[config.mk]
export PLATFORM = sky130hd
export DESIGN_NAME = mpu_irq_route
export DESIGN_NICKNAME = d
export VERILOG_FILES = /design/src/inc/mpu_pkg.sv /design/src/hdl/mpu_irq_route.sv
export VERILOG_INCLUDE_DIRS = /design/src /design/src/inc
export SDC_FILE = /design/constraint.sdc
export NUM_CORES = 1
export LEC_CHECK = 0
export BUFFER_PORTS_ARGS = -buffer_cell sky130_fd_sc_hd__buf_2
export CORE_ASPECT_RATIO = 1.2
export CORE_MARGIN = 2
export CORE_UTILIZATION = 54
export DETAILED_ROUTE_END_ITERATION = 16
export GPL_ROUTABILITY_DRIVEN = 0
export PLACE_DENSITY = 0.78
export SYNTH_ARGS = -nofsm -noshare
export SYNTH_HDL_FRONTEND = slang
export SYNTH_SLANG_ARGS = --single-unit
[constraint.sdc]
create_clock -name I_CLK -period 6.2 [get_ports I_CLK]
set_clock_uncertainty 0.2 [all_clocks]
set_input_delay 1.24 -clock I_CLK [delete_from_list [all_inputs] [get_ports I_CLK]]
set_output_delay 1.24 -clock I_CLK [all_outputs]
set_load 0.005 [all_outputs]
[src/inc/mpu_params.svh]
/*
 * Constants of the motor PWM interrupt routing block: register indices,
 * reset values, field positions and bus response codes.
 * Assumes it is included by bare name from the design and the bench.
 */
`ifndef MPU_PARAMS_SVH
`define MPU_PARAMS_SVH

// ----------------------------------------------------------------------
// Register indices (byte address is four times the index)
// ----------------------------------------------------------------------
`define MPU_IDX_NODE_PTR   16'hE8D6
`define MPU_IDX_ENABLE     16'hE8D8
`define MPU_IDX_SUSPEND    16'hE8DA
`define MPU_IDX_CHAN_NC    16'hF140
`define MPU_IDX_ERR_NC     16'hF188
`define MPU_IDX_PRI_NC     16'hF190
`define MPU_IDX_SEC_NC     16'hF198

// ----------------------------------------------------------------------
// Reset values and writable masks
// ----------------------------------------------------------------------
`define MPU_NODE_PTR_RST   16'h3940
`define MPU_NODE_PTR_MASK  16'h3FFF
`define MPU_ENABLE_MASK    16'h7FFF
`define MPU_SUSP_MASK      16'h0001

// ----------------------------------------------------------------------
// Field positions and source count
// ----------------------------------------------------------------------
`define MPU_BIT_IDLE_EN    14
`define MPU_BIT_WRONG      13
`define MPU_BIT_SEC_PM     9
`define MPU_NUM_SRC        14
`define MPU_SUSP_EN_BIT    0
`define MPU_SUSP_ST_BIT    1

// ----------------------------------------------------------------------
// AXI4-Lite responses
// ----------------------------------------------------------------------
`define MPU_RESP_OKAY      2'h0
`define MPU_RESP_SLVERR    2'h2

`endif

[src/inc/mpu_pkg.sv]
/*
 * Types of the motor PWM interrupt routing block.
 * Stands alone; it does not include the constants header.
 */
`default_nettype none
package mpu_pkg;

	// ------------------------------------------------------------------
	// Whole state of the routing block
	// ------------------------------------------------------------------
	typedef struct packed {
		logic             sync1;
		logic             sync2;
		logic             suspended;
		logic             kclk_en;
		logic             susp_en;
		logic [15:0]      enable;
		logic [15:0]      node_ptr;
		logic [3:0][15:0] node_ctl;
		logic             aw_got;
		logic [17:0]      awaddr;
		logic             w_got;
		logic [31:0]      wdata;
		logic [3:0]       wstrb;
		logic             awready;
		logic             wready;
		logic             bvalid;
		logic [1:0]       bresp;
		logic             arready;
		logic             rvalid;
		logic [31:0]      rdata;
		logic [1:0]       rresp;
		logic [3:0]       irq;
		logic             sec_pm;
		logic             idle_set;
	} mpu_state_t;

endpackage
`default_nettype wire

[src/hdl/mpu_irq_route.sv]
/*
 * Interrupt enable, node routing and suspend control of the motor PWM
 * unit, reached over AXI4-Lite.
 * Assumes event pulses come from logic on I_CLK; the suspend request
 * arrives from another domain and is synchronised here.
 */
// The AXI4-Lite slave port is this design's own decision.
`timescale 1ns/1ps
`default_nettype none
`include "mpu_params.svh"

module mpu_irq_route
	import mpu_pkg::*;
(
	input  wire logic        I_CLK,
	input  wire logic        I_RST,
	input  wire logic [15:0] I_EVENT,
	input  wire logic        I_SUSPEND_REQ,
	input  wire logic        I_SAFE_STATE,
	input  wire logic [17:0] I_AWADDR,
	input  wire logic        I_AWVALID,
	output var  logic        O_AWREADY,
	input  wire logic [31:0] I_WDATA,
	input  wire logic [3:0]  I_WSTRB,
	input  wire logic        I_WVALID,
	output var  logic        O_WREADY,
	output var  logic [1:0]  O_BRESP,
	output var  logic        O_BVALID,
	input  wire logic        I_BREADY,
	input  wire logic [17:0] I_ARADDR,
	input  wire logic        I_ARVALID,
	output var  logic        O_ARREADY,
	output var  logic [31:0] O_RDATA,
	output var  logic [1:0]  O_RRESP,
	output var  logic        O_RVALID,
	input  wire logic        I_RREADY,
	output var  logic [3:0]  O_IRQ,
	output var  logic        O_SEC_PERIOD_PULSE,
	output var  logic        O_IDLE_SET,
	output var  logic        O_KERNEL_CLK_EN
);

	mpu_state_t st;
	mpu_state_t next_st;

	// ------------------------------------------------------------------
	// Source to pointer field map
	// ------------------------------------------------------------------
	function automatic logic [2:0] src_field(input int src);
		logic [2:0] f;
		f = 3'h0;
		case (src)
			0, 1:   f = 3'h0;
			2, 3:   f = 3'h1;
			4, 5:   f = 3'h2;
			11, 12: f = 3'h3;
			10, 13: f = 3'h4;
			6, 7:   f = 3'h5;
			8, 9:   f = 3'h6;
			default: f = 3'h0;
		endcase
		return f;
	endfunction

	// Byte-lane merge of a 16-bit register; reserved bits stay zero.
	function automatic logic [15:0] merge16(input logic [15:0] old,
		input logic [31:0] data, input logic [3:0] strb,
		input logic [15:0] mask);
		logic [15:0] v;
		v = old;
		if (strb[0]) begin
			v[7:0] = data[7:0];
		end
		if (strb[1]) begin
			v[15:8] = data[15:8];
		end
		return v & mask;
	endfunction

	// ------------------------------------------------------------------
	// Next-state logic
	// ------------------------------------------------------------------
	always_comb begin
		logic [15:0] widx;
		logic [15:0] ridx;
		logic [2:0]  fld;
		logic [1:0]  line;
		widx = st.awaddr[17:2];
		ridx = I_ARADDR[17:2];
		fld = 3'h0;
		line = 2'h0;
		next_st = st;

		next_st.sync1 = I_SUSPEND_REQ;
		next_st.sync2 = st.sync1;

		// Suspend is left as soon as the synchronised request drops; no register
		// is touched on either edge of it.
		if (st.suspended) begin
			if (!st.sync2) begin
				next_st.suspended = 1'b0;
			end
		end else if (st.sync2 && st.susp_en && I_SAFE_STATE) begin
			next_st.suspended = 1'b1;
		end
		next_st.kclk_en = !next_st.suspended;

		// Each enabled event pulses the line its field selects; several
		// sources on one line in one cycle merge into one pulse.
		next_st.irq = 4'h0;
		for (int i = 0; i < `MPU_NUM_SRC; i++) begin
			if (I_EVENT[i] && st.enable[i]) begin
				fld = src_field(i);
				line = st.node_ptr[fld*2 +: 2];
				next_st.irq[line] = 1'b1;
			end
		end
		next_st.idle_set = I_EVENT[`MPU_BIT_WRONG]
			&& st.enable[`MPU_BIT_IDLE_EN];
		next_st.sec_pm = I_EVENT[`MPU_BIT_SEC_PM];

		// Write channel: address and data are taken in either order.
		if (st.bvalid && I_BREADY) begin
			next_st.bvalid = 1'b0;
		end
		if (st.awready && I_AWVALID) begin
			next_st.aw_got = 1'b1;
			next_st.awaddr = I_AWADDR;
		end
		if (st.wready && I_WVALID) begin
			next_st.w_got = 1'b1;
			next_st.wdata = I_WDATA;
			next_st.wstrb = I_WSTRB;
		end
		if (st.aw_got && st.w_got && !st.bvalid) begin
			next_st.aw_got = 1'b0;
			next_st.w_got = 1'b0;
			next_st.bvalid = 1'b1;
			next_st.bresp = `MPU_RESP_OKAY;
			// A suspended unit answers but keeps every bit as it was.
			unique case (widx)
				`MPU_IDX_NODE_PTR: if (!st.suspended) begin
					next_st.node_ptr = merge16(st.node_ptr, st.wdata,
						st.wstrb, `MPU_NODE_PTR_MASK);
				end
				`MPU_IDX_ENABLE: if (!st.suspended) begin
					next_st.enable = merge16(st.enable, st.wdata,
						st.wstrb, `MPU_ENABLE_MASK);
				end
				`MPU_IDX_SUSPEND: if (!st.suspended && st.wstrb[0]) begin
					next_st.susp_en = st.wdata[`MPU_SUSP_EN_BIT];
				end
				`MPU_IDX_CHAN_NC: if (!st.suspended) begin
					next_st.node_ctl[0] = merge16(st.node_ctl[0],
						st.wdata, st.wstrb, 16'hFFFF);
				end
				`MPU_IDX_ERR_NC: if (!st.suspended) begin
					next_st.node_ctl[1] = merge16(st.node_ctl[1],
						st.wdata, st.wstrb, 16'hFFFF);
				end
				`MPU_IDX_PRI_NC: if (!st.suspended) begin
					next_st.node_ctl[2] = merge16(st.node_ctl[2],
						st.wdata, st.wstrb, 16'hFFFF);
				end
				`MPU_IDX_SEC_NC: if (!st.suspended) begin
					next_st.node_ctl[3] = merge16(st.node_ctl[3],
						st.wdata, st.wstrb, 16'hFFFF);
				end
				default: begin
					next_st.bresp = `MPU_RESP_SLVERR;
				end
			endcase
		end
		next_st.awready = !next_st.aw_got && !next_st.bvalid;
		next_st.wready = !next_st.w_got && !next_st.bvalid;

		// Read channel: data one cycle after the address is taken.
		if (st.rvalid && I_RREADY) begin
			next_st.rvalid = 1'b0;
		end
		if (st.arready && I_ARVALID) begin
			next_st.rvalid = 1'b1;
			next_st.rresp = `MPU_RESP_OKAY;
			next_st.rdata = 32'h0000_0000;
			unique case (ridx)
				`MPU_IDX_NODE_PTR: next_st.rdata[15:0] = st.node_ptr;
				`MPU_IDX_ENABLE:   next_st.rdata[15:0] = st.enable;
				`MPU_IDX_SUSPEND: begin
					next_st.rdata[`MPU_SUSP_EN_BIT] = st.susp_en;
					next_st.rdata[`MPU_SUSP_ST_BIT] = st.suspended;
				end
				`MPU_IDX_CHAN_NC:  next_st.rdata[15:0] = st.node_ctl[0];
				`MPU_IDX_ERR_NC:   next_st.rdata[15:0] = st.node_ctl[1];
				`MPU_IDX_PRI_NC:   next_st.rdata[15:0] = st.node_ctl[2];
				`MPU_IDX_SEC_NC:   next_st.rdata[15:0] = st.node_ctl[3];
				default: begin
					next_st.rresp = `MPU_RESP_SLVERR;
				end
			endcase
		end
		next_st.arready = !next_st.rvalid;
	end

	// ------------------------------------------------------------------
	// State register
	// ------------------------------------------------------------------
	always_ff @(posedge I_CLK) begin
		if (I_RST) begin
			st <= '0;
			st.node_ptr <= `MPU_NODE_PTR_RST;
			st.kclk_en <= 1'b1;
		end else begin
			st <= next_st;
		end
	end

	assign O_AWREADY          = st.awready;
	assign O_WREADY           = st.wready;
	assign O_BRESP            = st.bresp;
	assign O_BVALID           = st.bvalid;
	assign O_ARREADY          = st.arready;
	assign O_RDATA            = st.rdata;
	assign O_RRESP            = st.rresp;
	assign O_RVALID           = st.rvalid;
	assign O_IRQ              = st.irq;
	assign O_SEC_PERIOD_PULSE = st.sec_pm;
	assign O_IDLE_SET         = st.idle_set;
	assign O_KERNEL_CLK_EN    = st.kclk_en;

	// ------------------------------------------------------------------
	// Checks
	// ------------------------------------------------------------------
	chan0_route_a: assert property (@(posedge I_CLK) disable iff (I_RST)
		(I_EVENT[0] && st.enable[0]) |=> O_IRQ[$past(st.node_ptr[1:0])])
		else $error("channel 0 event not routed to its line");

	sec_cm_route_a: assert property (@(posedge I_CLK) disable iff (I_RST)
		(I_EVENT[8] && st.enable[8]) |=> O_IRQ[$past(st.node_ptr[13:12])])
		else $error("secondary compare event not routed");

	gated_irq_a: assert property (@(posedge I_CLK) disable iff (I_RST)
		(I_EVENT[13:0] & st.enable[13:0]) == 14'h0000 |=> O_IRQ == 4'h0)
		else $error("request line pulsed without an enabled event");

	idle_set_a: assert property (@(posedge I_CLK) disable iff (I_RST)
		(I_EVENT[13] && !st.enable[14]) |=> !O_IDLE_SET)
		else $error("idle set without idle enable");

	sec_period_a: assert property (@(posedge I_CLK) disable iff (I_RST)
		I_EVENT[9] |=> O_SEC_PERIOD_PULSE ##1
		(O_SEC_PERIOD_PULSE == $past(I_EVENT[9])))
		else $error("secondary period pulse not forwarded");

	ptr_reset_a: assert property (@(posedge I_CLK)
		$fell(I_RST) |-> st.node_ptr == `MPU_NODE_PTR_RST)
		else $error("node pointer reset value wrong");

	susp_write_a: assert property (@(posedge I_CLK) disable iff (I_RST)
		(st.suspended && next_st.suspended && st.aw_got && st.w_got
		&& !st.bvalid) |=> $stable(st.enable) && $stable(st.node_ptr))
		else $error("write took effect while suspended");

	susp_entry_a: assert property (@(posedge I_CLK) disable iff (I_RST)
		$rose(st.suspended) |-> $past(st.sync2) && $past(st.susp_en)
		&& $past(I_SAFE_STATE))
		else $error("suspend entered without its conditions");

	susp_clock_a: assert property (@(posedge I_CLK) disable iff (I_RST)
		(!st.suspended && st.sync2 && st.susp_en && I_SAFE_STATE)
		|=> !O_KERNEL_CLK_EN ##1 (O_KERNEL_CLK_EN == !st.suspended))
		else $error("kernel clock not stopped on suspend");

	// A software write that completes in the entry cycle is allowed to land.
	susp_quiet_a: assert property (@(posedge I_CLK) disable iff (I_RST)
		($rose(st.suspended) || $fell(st.suspended)) && !$rose(st.bvalid)
		|-> $stable(st.enable) && $stable(st.node_ptr))
		else $error("suspend transition changed a register");

	chan1_route_a: assert property (@(posedge I_CLK) disable iff (I_RST)
		(I_EVENT[3] && st.enable[3]) |=> O_IRQ[$past(st.node_ptr[3:2])])
		else $error("channel 1 event not routed to its line");

	chan2_route_a: assert property (@(posedge I_CLK) disable iff (I_RST)
		(I_EVENT[5] && st.enable[5]) |=> O_IRQ[$past(st.node_ptr[5:4])])
		else $error("channel 2 event not routed to its line");

	corr_route_a: assert property (@(posedge I_CLK) disable iff (I_RST)
		(I_EVENT[12] && st.enable[12]) |=> O_IRQ[$past(st.node_ptr[7:6])])
		else $error("correct pattern event not routed");

	shad_route_a: assert property (@(posedge I_CLK) disable iff (I_RST)
		(I_EVENT[11] && st.enable[11]) |=> O_IRQ[$past(st.node_ptr[7:6])])
		else $error("shadow transfer event not routed");

	emerg_route_a: assert property (@(posedge I_CLK) disable iff (I_RST)
		(I_EVENT[10] && st.enable[10]) |=> O_IRQ[$past(st.node_ptr[9:8])])
		else $error("emergency stop event not routed");

	pri_route_a: assert property (@(posedge I_CLK) disable iff (I_RST)
		(I_EVENT[7] && st.enable[7]) |=> O_IRQ[$past(st.node_ptr[11:10])])
		else $error("primary period event not routed");

	idle_enable_a: assert property (@(posedge I_CLK) disable iff (I_RST)
		(I_EVENT[13] && st.enable[14]) |=> O_IDLE_SET)
		else $error("idle set missing on wrong pattern");

	idle_quiet_a: assert property (@(posedge I_CLK) disable iff (I_RST)
		!(I_EVENT[13] && st.enable[14]) |=> !O_IDLE_SET)
		else $error("idle set without its cause");

	period_quiet_a: assert property (@(posedge I_CLK) disable iff (I_RST)
		!I_EVENT[9] |=> !O_SEC_PERIOD_PULSE)
		else $error("period pulse without period event");

	susp_guard_a: assert property (@(posedge I_CLK) disable iff (I_RST)
		(!st.suspended && !(st.sync2 && st.susp_en && I_SAFE_STATE))
		|=> !st.suspended)
		else $error("suspend entered while a condition was missing");

	susp_exit_a: assert property (@(posedge I_CLK) disable iff (I_RST)
		(st.suspended && !st.sync2) |=> O_KERNEL_CLK_EN)
		else $error("kernel clock not restarted after suspend");

	susp_read_a: assert property (@(posedge I_CLK) disable iff (I_RST)
		(st.suspended && st.arready && I_ARVALID) |=> O_RVALID)
		else $error("read not answered while suspended");

endmodule
`default_nettype wire

==> flow_metrics.env, run 1 <==
export IMPL_outcome="finished, final reports clean"
export IMPL_cp_num_buf_inv=1
export IMPL_ctsHoldBuffers=0
export IMPL_cp_data_required_time_ns=6.35
export IMPL_min_period_ns=3.62
export IMPL_htreeDepth=4
export IMPL_max_slew_margin=0.224
export IMPL_synth_area_leaders="dfxtp_1 (45%), mux2i_1 (12%), nor2_1 (6.1%)"
export IMPL_dpl_cell_area_um2=7700
export IMPL_insertedDiodeCount=0
export IMPL_slew_viol_final=0
export IMPL_worst_pin_slew_ns=1.16
export IMPL_vias=6170
export IMPL_path_delay_family="simple AND/OR/NAND/NOR gates"
export IMPL_ant_nets=0
export IMPL_netlist_area_um2=7280
export IMPL_syn_inst=794
export IMPL_power_density_nw_per_um2=266
export IMPL_wl_per_cell_um=18.1
export IMPL_fmax_mhz=276
export IMPL_synth_top_cell_area_share=0.448
export IMPL_drtIter0Drc=575
export IMPL_start_util=0.553
export IMPL_cts_tree="built"
export IMPL_yosys_warnings=0
export IMPL_yosysTopAreaCell="dfxtp_1"
export IMPL_cts_setup_buffers=0
export IMPL_num_io_pins=145
export IMPL_numCtsBuffers=17
export IMPL_critPathMaxFanout=12
export IMPL_critPathKind="input pin to flip-flop"
export IMPL_avgViaCountPerCell=5.93
export IMPL_met3_usage=0.0660
export IMPL_grt_max_degree=84
export IMPL_use_met1=0.331
export IMPL_portBuffers=102
export IMPL_cts_resized=0
export IMPL_synth_seq_area_share=0.448
export IMPL_wirelength_mm=18.9
export IMPL_cts_root_buf="clkbuf_16"
export IMPL_largest_reg_flops=132
export IMPL_hold_viol_final=0
export IMPL_clock_path_buffers=2
export IMPL_grt_pass1_vias=5877
export IMPL_area_growth_pct=13.1
export IMPL_dieArea_um2=14400
export IMPL_fin_util=0.625
export IMPL_period_share=0.584
export IMPL_synth_seq_cells=163
export IMPL_cts_sinks=163
export IMPL_die_h_um=131
export IMPL_ff2ff_path_depth=5
export IMPL_grt_usage=0.270
export IMPL_maxCapViolCount=0
export IMPL_layout_area_seq_um2=3260
export IMPL_max_stage_delay_ns=0.94
export IMPL_top_usage_layer="met2"
export IMPL_route_detailed_drc=0
export IMPL_avgSynthCellArea_um2=9.17
export IMPL_antenna_found_initial=0
export IMPL_fin_tns_setup_ns=0
export IMPL_cp_depth=6
export IMPL_num_fill_cells=1120
export IMPL_cp_arrival_ns=3.77
export IMPL_cts_reportedPaths_clkPinSlew_ns=0.06
export IMPL_grt_use_met2=0.437
export IMPL_core_um2=13200
export IMPL_die_w_um=110
export IMPL_setup_viol=0
export IMPL_nNetsFinal=959
export IMPL_synth_cell_types=56
export IMPL_crit_chain="buf_2 > nor4b_1 > nand3_1 > nor2_1 > a221oi_1 > a211oi_1"
export IMPL_multi_input_area_um2=3650
export IMPL_top_register="st"
export IMPL_hold_path_depth=1
export IMPL_reg2reg_setup_slack_ns=3.33
export IMPL_cellLeakagePower_nw=2.95
export IMPL_dr_pass1_iters=7
export IMPL_hp_class="flip-flop to flip-flop"
export IMPL_critPathLaunchType="input pin"
export IMPL_vdd_ir_drop_max_mv=0.162
export IMPL_synth_enable_flop_cells=0
export IMPL_slowest_stage="nor2_1"
export IMPL_ys_async_sr_fraction=0
export IMPL_grt_pass1_wl_mm=29.9
export IMPL_end_kind="flip-flop"
export IMPL_rsz0062_at_grt="no"
export IMPL_drive_gt1_frac=0.179
export IMPL_stdcell_area_um2=8240
export IMPL_rows=46
export IMPL_overflow=0
export IMPL_hpwl_mm=12.7
export IMPL_synthFlopType="dfxtp_1"
export IMPL_clock_latency_ns=0.44
## path summary, 6_finish.rpt
kind | to | startpoint
worst max-delay path | O_RDATA[15]$_SDFFE_PP0P_ | I_ARADDR[7]
worst min-delay path | O_KERNEL_CLK_EN$_SDFF_PP1_ | st[202]$_SDFF_PP0_
worst max register to register | st[174]$_SDFFE_PP0P_ | st[90]$_SDFFE_PP0P_
worst min register to register | O_KERNEL_CLK_EN$_SDFF_PP1_ | st[202]$_SDFF_PP0_
## kinds of logic (layout without fill, tap and decap cells)
logic type,count (synthesis),after routing,share of synthesized area
flip-flops,163,163,0.448
AO/OA/AOI/OAI,139,139,0.126
AND/OR/NAND/NOR,319,319,0.237
other,1,18,0.000515
XOR/XNOR,1,1,0.00120
multiplexers,90,90,0.124
buffers and inverters,81,143,0.0632
## through the flow
step                power, mW  hold slack, ns  cells  setup WS [ns]
finish                   2.19           0.243   1041           2.58
global route             2.26           0.272   1041           2.38
CTS                      2.20           0.244   1041           2.63
detailed placement       1.24           0.230   1011           2.21
global placement         1.24           0.223   1011           2.21
floorplan                1.19           0.187    811           3.09
## Yosys cell counts (all sizes together) (2+ instances only)
library cell / n
dfxtp: 163
nor2: 119
nand2: 92
mux2i: 90
a21oi: 58
buf: 44
clkbuf: 32
nor3: 22
nor4: 20
a222oi: 15
a31oi: 13
a32oi: 13
o21ai: 12
a22oi: 9
nand3b: 9
nand3: 8
nor2b: 8
nor3b: 6
a221oi: 5
and2: 5
inv: 5
nor4b: 5
nand4b: 4
o211ai: 4
nor4bb: 3
a211oi: 2
a22o: 2
and3: 2
and3b: 2
nand4: 2
or3: 2
or4: 2
## cell type report
class                      instances  share of cell area
inverter                           5             0.00228
sequential                       163               0.396
clock buffer                      25              0.0589
clock inverter                     5             0.00638
tap                              168              0.0255
multi-input combinational        567               0.443
timing repair buffer             108              0.0677
## layer usage
layer	wire (um)	up-vias	part of all wire
li1	-	2942	-
met3	1300	56	0.069
met5	0	-	0
met1	7670	2908	0.41
met2	9060	264	0.48
met4	833	0	0.044
## where the power goes
group	total (mW)	switching (mW)	internal [mW]
clock network	0.977	0.400	0.577
registers	1.09	0.0252	1.07
logic	0.122	0.0751	0.0470
total	2.19	0.500	1.69
## layout by cell type, fill, tap and decap left out, drive strengths merged, types with 3 or more instances in the layout
cell type | synthesis | routed
nor2 | 119 | 119
nor4bb | 3 | 3
nand2 | 92 | 92
a222oi | 15 | 15
a31oi | 13 | 13
dfxtp | 163 | 163
a32oi | 13 | 13
a221oi | 5 | 5
nand3 | 8 | 8
nor4b | 5 | 5
nor4 | 20 | 20
inv | 5 | 5
buf | 44 | 108
and2 | 5 | 5
nor3 | 22 | 22
clkinv | 0 | 3
a22oi | 9 | 9
o211ai | 4 | 4
clkbuf | 32 | 25
a21oi | 58 | 58
nand3b | 9 | 9
o21ai | 12 | 12
nor3b | 6 | 6
conb | 1 | 18
mux2i | 90 | 90
nor2b | 8 | 8
nand4b | 4 | 4
No activity file was read; power rests on OpenSTA's default activity.
==> run 2: changes to the inputs <==
ABC_AREA = 1   (was unset)
clock period = 3.45 ns   (was 6.2 ns; I/O delays follow)
==> flow_metrics.env, run 2 <==
export IMPL_grt_use_met2=0.425
export IMPL_drive_gt1_frac=0.162
export IMPL_vdd_ir_drop_max_mv=0.318
export IMPL_top_usage_layer="met2"
export IMPL_worstHoldStart="next_st[202]$_SDFF_PP0_"
export IMPL_antenna_found_initial=0
export IMPL_vias=6716
export IMPL_cp_arrival_ns=2.47
export IMPL_hold_viol_final=0
export IMPL_period_share=0.671
export IMPL_die_h_um=132
export IMPL_synth_seq_cells=163
export IMPL_max_stage_delay_ns=0.39
export IMPL_yosysMostFrequentCell="nand2_1"
export IMPL_yosysTopAreaCell="dfxtp_1"
export IMPL_ant_nets=0
export IMPL_maxCapViolCount=0
export IMPL_syn_inst=1017
export IMPL_nNetsFinal=1178
export IMPL_worst_pin_slew_ns=0.923
export IMPL_area_growth_pct=12.6
export IMPL_num_fill_cells=1225
export IMPL_yosys_warnings=0
export IMPL_cts_root_buf="clkbuf_16"
export IMPL_setup_viol=0
export IMPL_slowest_stage="inv_1"
export IMPL_cp_data_required_time_ns=3.61
export IMPL_cts_resized=0
export IMPL_use_met1=0.332
export IMPL_grt_usage=0.254
export IMPL_max_slew_margin=0.383
export IMPL_overflow=0
export IMPL_min_period_ns=2.31
export IMPL_htreeDepth=4
export IMPL_clock_path_buffers=2
export IMPL_top_register="st"
export IMPL_hp_class="flip-flop to flip-flop"
export IMPL_fin_tns_setup_ns=0
export IMPL_end_kind="flip-flop"
export IMPL_reg2reg_setup_slack_ns=1.40
export IMPL_rsz0062_at_grt="no"
export IMPL_drtIter0Drc=645
export IMPL_ctsHoldBuffers=0
export IMPL_core_um2=13300
export IMPL_synth_seq_area_share=0.440
export IMPL_grt_max_degree=83
export IMPL_synth_area_leaders="dfxtp_1 (44%), o21ai_0 (9.4%), a21oi_1 (8.5%)"
export IMPL_grt_pass1_wl_mm=30.2
export IMPL_ff2ff_path_depth=6
export IMPL_portBuffers=102
export IMPL_num_io_pins=145
export IMPL_start_util=0.558
export IMPL_grt_pass1_vias=6292
export IMPL_final_common_cell="nand2_1"
export IMPL_avgSynthCellArea_um2=7.29
export IMPL_preCtsSetupSlack_ns=0.729
export IMPL_critPathLaunchType="input pin"
export IMPL_path_common_cell="nand2_1"
export IMPL_critPathMaxFanout=13
export IMPL_wirelength_mm=18.5
export IMPL_synth_cell_types=35
export IMPL_cellLeakagePower_nw=3.65
export IMPL_synth_enable_flop_cells=0
export IMPL_netlist_area_um2=7410
export IMPL_dieArea_um2=14700
export IMPL_cts_sinks=163
export IMPL_largest_reg_flops=132
export IMPL_cts_tree="built"
export IMPL_ys_async_sr_fraction=0
export IMPL_r2r_start="st[83]$_SDFF_PP0_"
export IMPL_setup_slack_ns=1.14
export IMPL_power_density_nw_per_um2=495
export IMPL_fmax_mhz=432
export IMPL_met3_usage=0.0451
export IMPL_hold_path_depth=2
export IMPL_final_cell_mix="nand2_1 (165), dfxtp_1 (163), o21ai_0 (139)"
export IMPL_insertedDiodeCount=0
export IMPL_hpwl_mm=12.9
export IMPL_avgViaCountPerCell=5.33
export IMPL_crit_chain="buf_2 > inv_1 > nor2_1 > nand2_1 > nor2_1 > nand2_1 > inv_1 > nand2_1 > nand2_1 > o21ai_0 > a21oi_1"
export IMPL_route_detailed_drc=0
export IMPL_dr_pass1_iters=7
export IMPL_hold_path_end="st[202]$_SDFF_PP0_"
export IMPL_synth_top_cell_area_share=0.440
export IMPL_r2r_end="st[136]$_SDFFE_PP0P_"
export IMPL_numCtsBuffers=17
export IMPL_cts_reportedPaths_clkPinSlew_ns=0.06
export IMPL_die_w_um=111
export IMPL_slew_viol_final=0
export IMPL_clock_latency_ns=0.43
export IMPL_outcome="finished, final reports clean"
export IMPL_critPathKind="input pin to flip-flop"
export IMPL_synthFlopType="dfxtp_1"
export IMPL_netlist_top_cells_count="nand2_1 (165), dfxtp_1 (163), o21ai_0 (139)"
export IMPL_cts_setup_buffers=0
export IMPL_wl_per_cell_um=14.7
export IMPL_rows=46
[run 2: cell types whose count changed after synthesis, moves of 10 or more]
| cell | delta |
|---|---|
| a21oi_1 | +68 |
| a222oi_1 | -15 |
| a31oi_1 | -12 |
| a32oi_1 | -13 |
| inv_1 | +87 |
| mux2i_1 | -90 |
| nand2_1 | +73 |
| nand3_1 | +67 |
| nor2_4 | +12 |
| nor3_1 | -14 |
| nor4_4 | -10 |
| o21ai_0 | +127 |
[run 2: worst max path at each step]
stage	startpoint	to	slack, ns	depth (start not counted)
after floorplan	I_ARADDR[5]	O_RDATA[7]$_SDFFE_PP0P_	1.45	9
after global placement	I_ARADDR[3]	O_RDATA[5]$_SDFFE_PP0P_	0.79	10
after detailed placement	I_ARADDR[7]	O_RDATA[15]$_SDFFE_PP0P_	0.73	10
after CTS	I_ARADDR[7]	O_RDATA[15]$_SDFFE_PP0P_	1.17	10
after global routing	I_ARADDR[7]	O_RDATA[5]$_SDFFE_PP0P_	0.93	10
final	I_ARADDR[5]	O_RDATA[15]$_SDFFE_PP0P_	1.14	11
[run 2: cell families (layout without fill, tap and decap cells)]
kind of cell / Yosys count / count (layout) / share of synthesized area
DFF: 163 / 163 / 0.440
other: 1 / 18 / 0.000506
buffers and inverters: 178 / 236 / 0.120
AOI/OAI and AO/OA: 279 / 279 / 0.193
and+or+nand+nor: 396 / 396 / 0.247
[run 2: worst max-delay path, delay by kind of cell]
kind            cells  cell delay, ns
compound gates      2            0.32
buf+inv             3            0.51
simple gates        6            0.94
[run 2: metrics by stage]
stage | area [um2] | instances | hold WS (ns) | utilization | total power [mW]
after floorplan | 7480 | 1034 | 0.188 | - | 2.17
after global placement | 7740 | 1230 | 0.190 | 0.583 | 2.25
after detailed placement | 7740 | 1230 | 0.209 | 0.583 | 2.25
after CTS | 8350 | 1260 | 0.217 | 0.628 | 4.15
after global routing | 8350 | 1260 | 0.247 | 0.628 | 4.26
final | 8350 | 1260 | 0.214 | 0.628 | 4.13
[run 2: per-layer routing]
metal  vias up  routed length [um]
met4         0                 370
li1       3408                   -
met2       299                8620
met3        32                1610
met5         -                   0
met1      2977                7910
[run 2: area by class of cell]
cell class                      count  area (um2)  area share
Multi-Input combinational cell    693        3320       0.398
Clock inverter                      9         130      0.0156
Inverter                           95         357      0.0427
Timing Repair Buffer              111         591      0.0708
Clock buffer                       21         470      0.0564
Sequential cell                   163        3260       0.391
Tap cell                          168         210      0.0252
[run 2: power breakdown]
group | total [mW] | switching [mW] | internal (mW)
Sequential | 1.96 | 0.0273 | 1.93
Clock | 1.92 | 0.734 | 1.19
Combinational | 0.255 | 0.163 | 0.0920
Total | 4.13 | 0.925 | 3.21
==> run 3: changes to the inputs <==
CORE_UTILIZATION = 50   (was 54)
PLACE_DENSITY = 0.76   (was 0.78)
clock period = 2.05 ns   (was 3.45 ns; I/O delays follow)
==> flow_metrics.env, run 3 (synthesis gave the netlist of run 2 again) <==
export IMPL_die_h_um=137
export IMPL_power_density_nw_per_um2=808
export IMPL_min_period_ns=1.92
export IMPL_wirelength_mm=19.1
export IMPL_met2_length_mm=9.11
export IMPL_p_int_mw=5.44
export IMPL_route_detailed_drc=0
export IMPL_layout_cells_non_filler=1302
export IMPL_clock_latency_ns=0.42
export IMPL_rsz0062_at_grt="no"
export IMPL_combPwrFrac=0.063
export IMPL_top_register="st"
export IMPL_ff2ff_path_depth=11
export IMPL_cellLeakagePower_nw=3.84
export IMPL_final_cell_mix="nand2_1 (165), dfxtp_1 (163), o21ai_0 (139)"
export IMPL_hp_class="input pin to flip-flop"
export IMPL_drive_gt1_frac=0.187
export IMPL_antenna_found_initial=1
export IMPL_critPathKind="flip-flop to flip-flop"
export IMPL_drtIter0Drc=514
export IMPL_r2r_start="st[94]$_SDFFE_PP0P_"
export IMPL_grt_max_degree=54
export IMPL_maxCapViolCount=0
export IMPL_hold_viol_final=0
export IMPL_htreeDepth=4
export IMPL_vdd_ir_drop_max_mv=0.392
export IMPL_power_share_clock=0.469
export IMPL_vias=6816
export IMPL_die_w_um=115
export IMPL_fin_util=0.605
export IMPL_grt_usage=0.241
export IMPL_cts_root_buf="clkbuf_16"
export IMPL_portBuffers=102
export IMPL_clock_path_buffers=2
export IMPL_power_switching_share=0.228
export IMPL_slew_viol_final=0
export IMPL_dieArea_um2=15800
export IMPL_num_io_pins=145
export IMPL_cts_sinks=163
export IMPL_grt_pass1_vias=6087
export IMPL_p_seq_frac=0.467
export IMPL_top_layer_used="met4"
export IMPL_area_growth_pct=17.6
export IMPL_core_um2=14400
export IMPL_dr_pass1_iters=5
export IMPL_cts_reportedPaths_clkPinSlew_ns=0.06
export IMPL_met1Wirelength_mm=8.14
export IMPL_cp_data_required_time_ns=2.17
export IMPL_placed_cells=1264
export IMPL_wl_met3_mm=1.45
export IMPL_p_total_mw=7.05
export IMPL_overflow=0
export IMPL_worstHoldStart="I_EVENT[13]"
export IMPL_switching_power_mw=1.61
export IMPL_numCtsBuffers=17
export IMPL_rows=48
export IMPL_wl_per_cell_um=14.7
export IMPL_end_kind="flip-flop"
export IMPL_fmax_mhz=521
export IMPL_cp_startpoint="st[94]$_SDFFE_PP0P_"
export IMPL_fin_tns_setup_ns=0
export IMPL_outcome="finished, final reports clean"
export IMPL_cts_tree="built"
export IMPL_hold_path_depth=3
export IMPL_period_share=0.937
export IMPL_critPathMaxFanout=6
export IMPL_hpwl_mm=13.6
export IMPL_cp_arrival_ns=2.04
export IMPL_critPathLaunchType="flip-flop"
export IMPL_final_common_cell="nand2_1"
export IMPL_setup_viol=0
export IMPL_nNetsFinal=1210
export IMPL_ant_nets=0
export IMPL_start_util=0.514
export IMPL_grt_pass1_wl_mm=29.6
export IMPL_reg2reg_setup_slack_ns=0.13
export IMPL_largest_reg_flops=132
export IMPL_avgViaCountPerCell=5.24
run 3: final timing paths:
path | to
max | st[169]$_SDFFE_PP0P_
min | O_IDLE_SET$_SDFF_PP0_
max reg2reg | st[169]$_SDFFE_PP0P_
min reg2reg | st[202]$_SDFF_PP0_
run 3: final cells by class:
| type | count | area, um2 |
|---|---|---|
| Fill cell | 1321 | 5690 |
| Multi-Input combinational cell | 693 | 3330 |
| Sequential cell | 163 | 3260 |
| Timing Repair Buffer | 143 | 923 |
| Clock buffer | 21 | 470 |
| Inverter | 95 | 357 |
| Tap cell | 175 | 219 |
| Clock inverter | 11 | 150 |
| Antenna cell | 1 | 2.50 |
run 3: metrics by stage:
stage,area (um2),hold WS [ns],setup WS [ns]
after floorplan,7480,0.188,0.331
after global placement,8020,0.191,-0.00377
after detailed placement,8020,0.200,-0.0474
after CTS,8660,0.0185,0.108
after global routing,8720,0.0202,0.00514
final,8720,0.0195,0.129
run 3: repair_timing:
| item | in CTS | in global routing |
|---|---|---|
| resized for setup | 0 | 2 |
| endpoints found under the hold margin | 2 | 0 |
| buffers inserted | 0 | 3 |
| hold buffers | 2 | 0 |
| endpoints found under the setup margin | 0 | 11 |
run 3: per-layer routing:
layer,vias to the layer above,global-route usage
met5,-,0
met4,0,0.0910
met3,31,0.0493
met2,277,0.409
met1,3028,0.301
li1,3480,-
run 3: worst max-delay path: stages (launching register included):
cell and delay (ns):
dfxtp_1 0.30, inv_1 0.09, nand2_1 0.06, nor2_1 0.09
nand3_1 0.12, nor3_2 0.27, inv_1 0.13, nor2_4 0.21
buf_4 0.17, nand3_1 0.07, nand2_1 0.08, nor2_1 0.04
run 3: power groups by stage:
| stage | clock, mW | sequential (mW) | combinational (mW) |
|---|---|---|---|
| after floorplan | 0 | 3.35 | 0.305 |
| after global routing | 3.45 | 3.30 | 0.504 |
| after global placement | 0 | 3.36 | 0.433 |
| final | 3.31 | 3.30 | 0.447 |
| after CTS | 3.32 | 3.29 | 0.447 |
| after detailed placement | 0 | 3.36 | 0.441 |
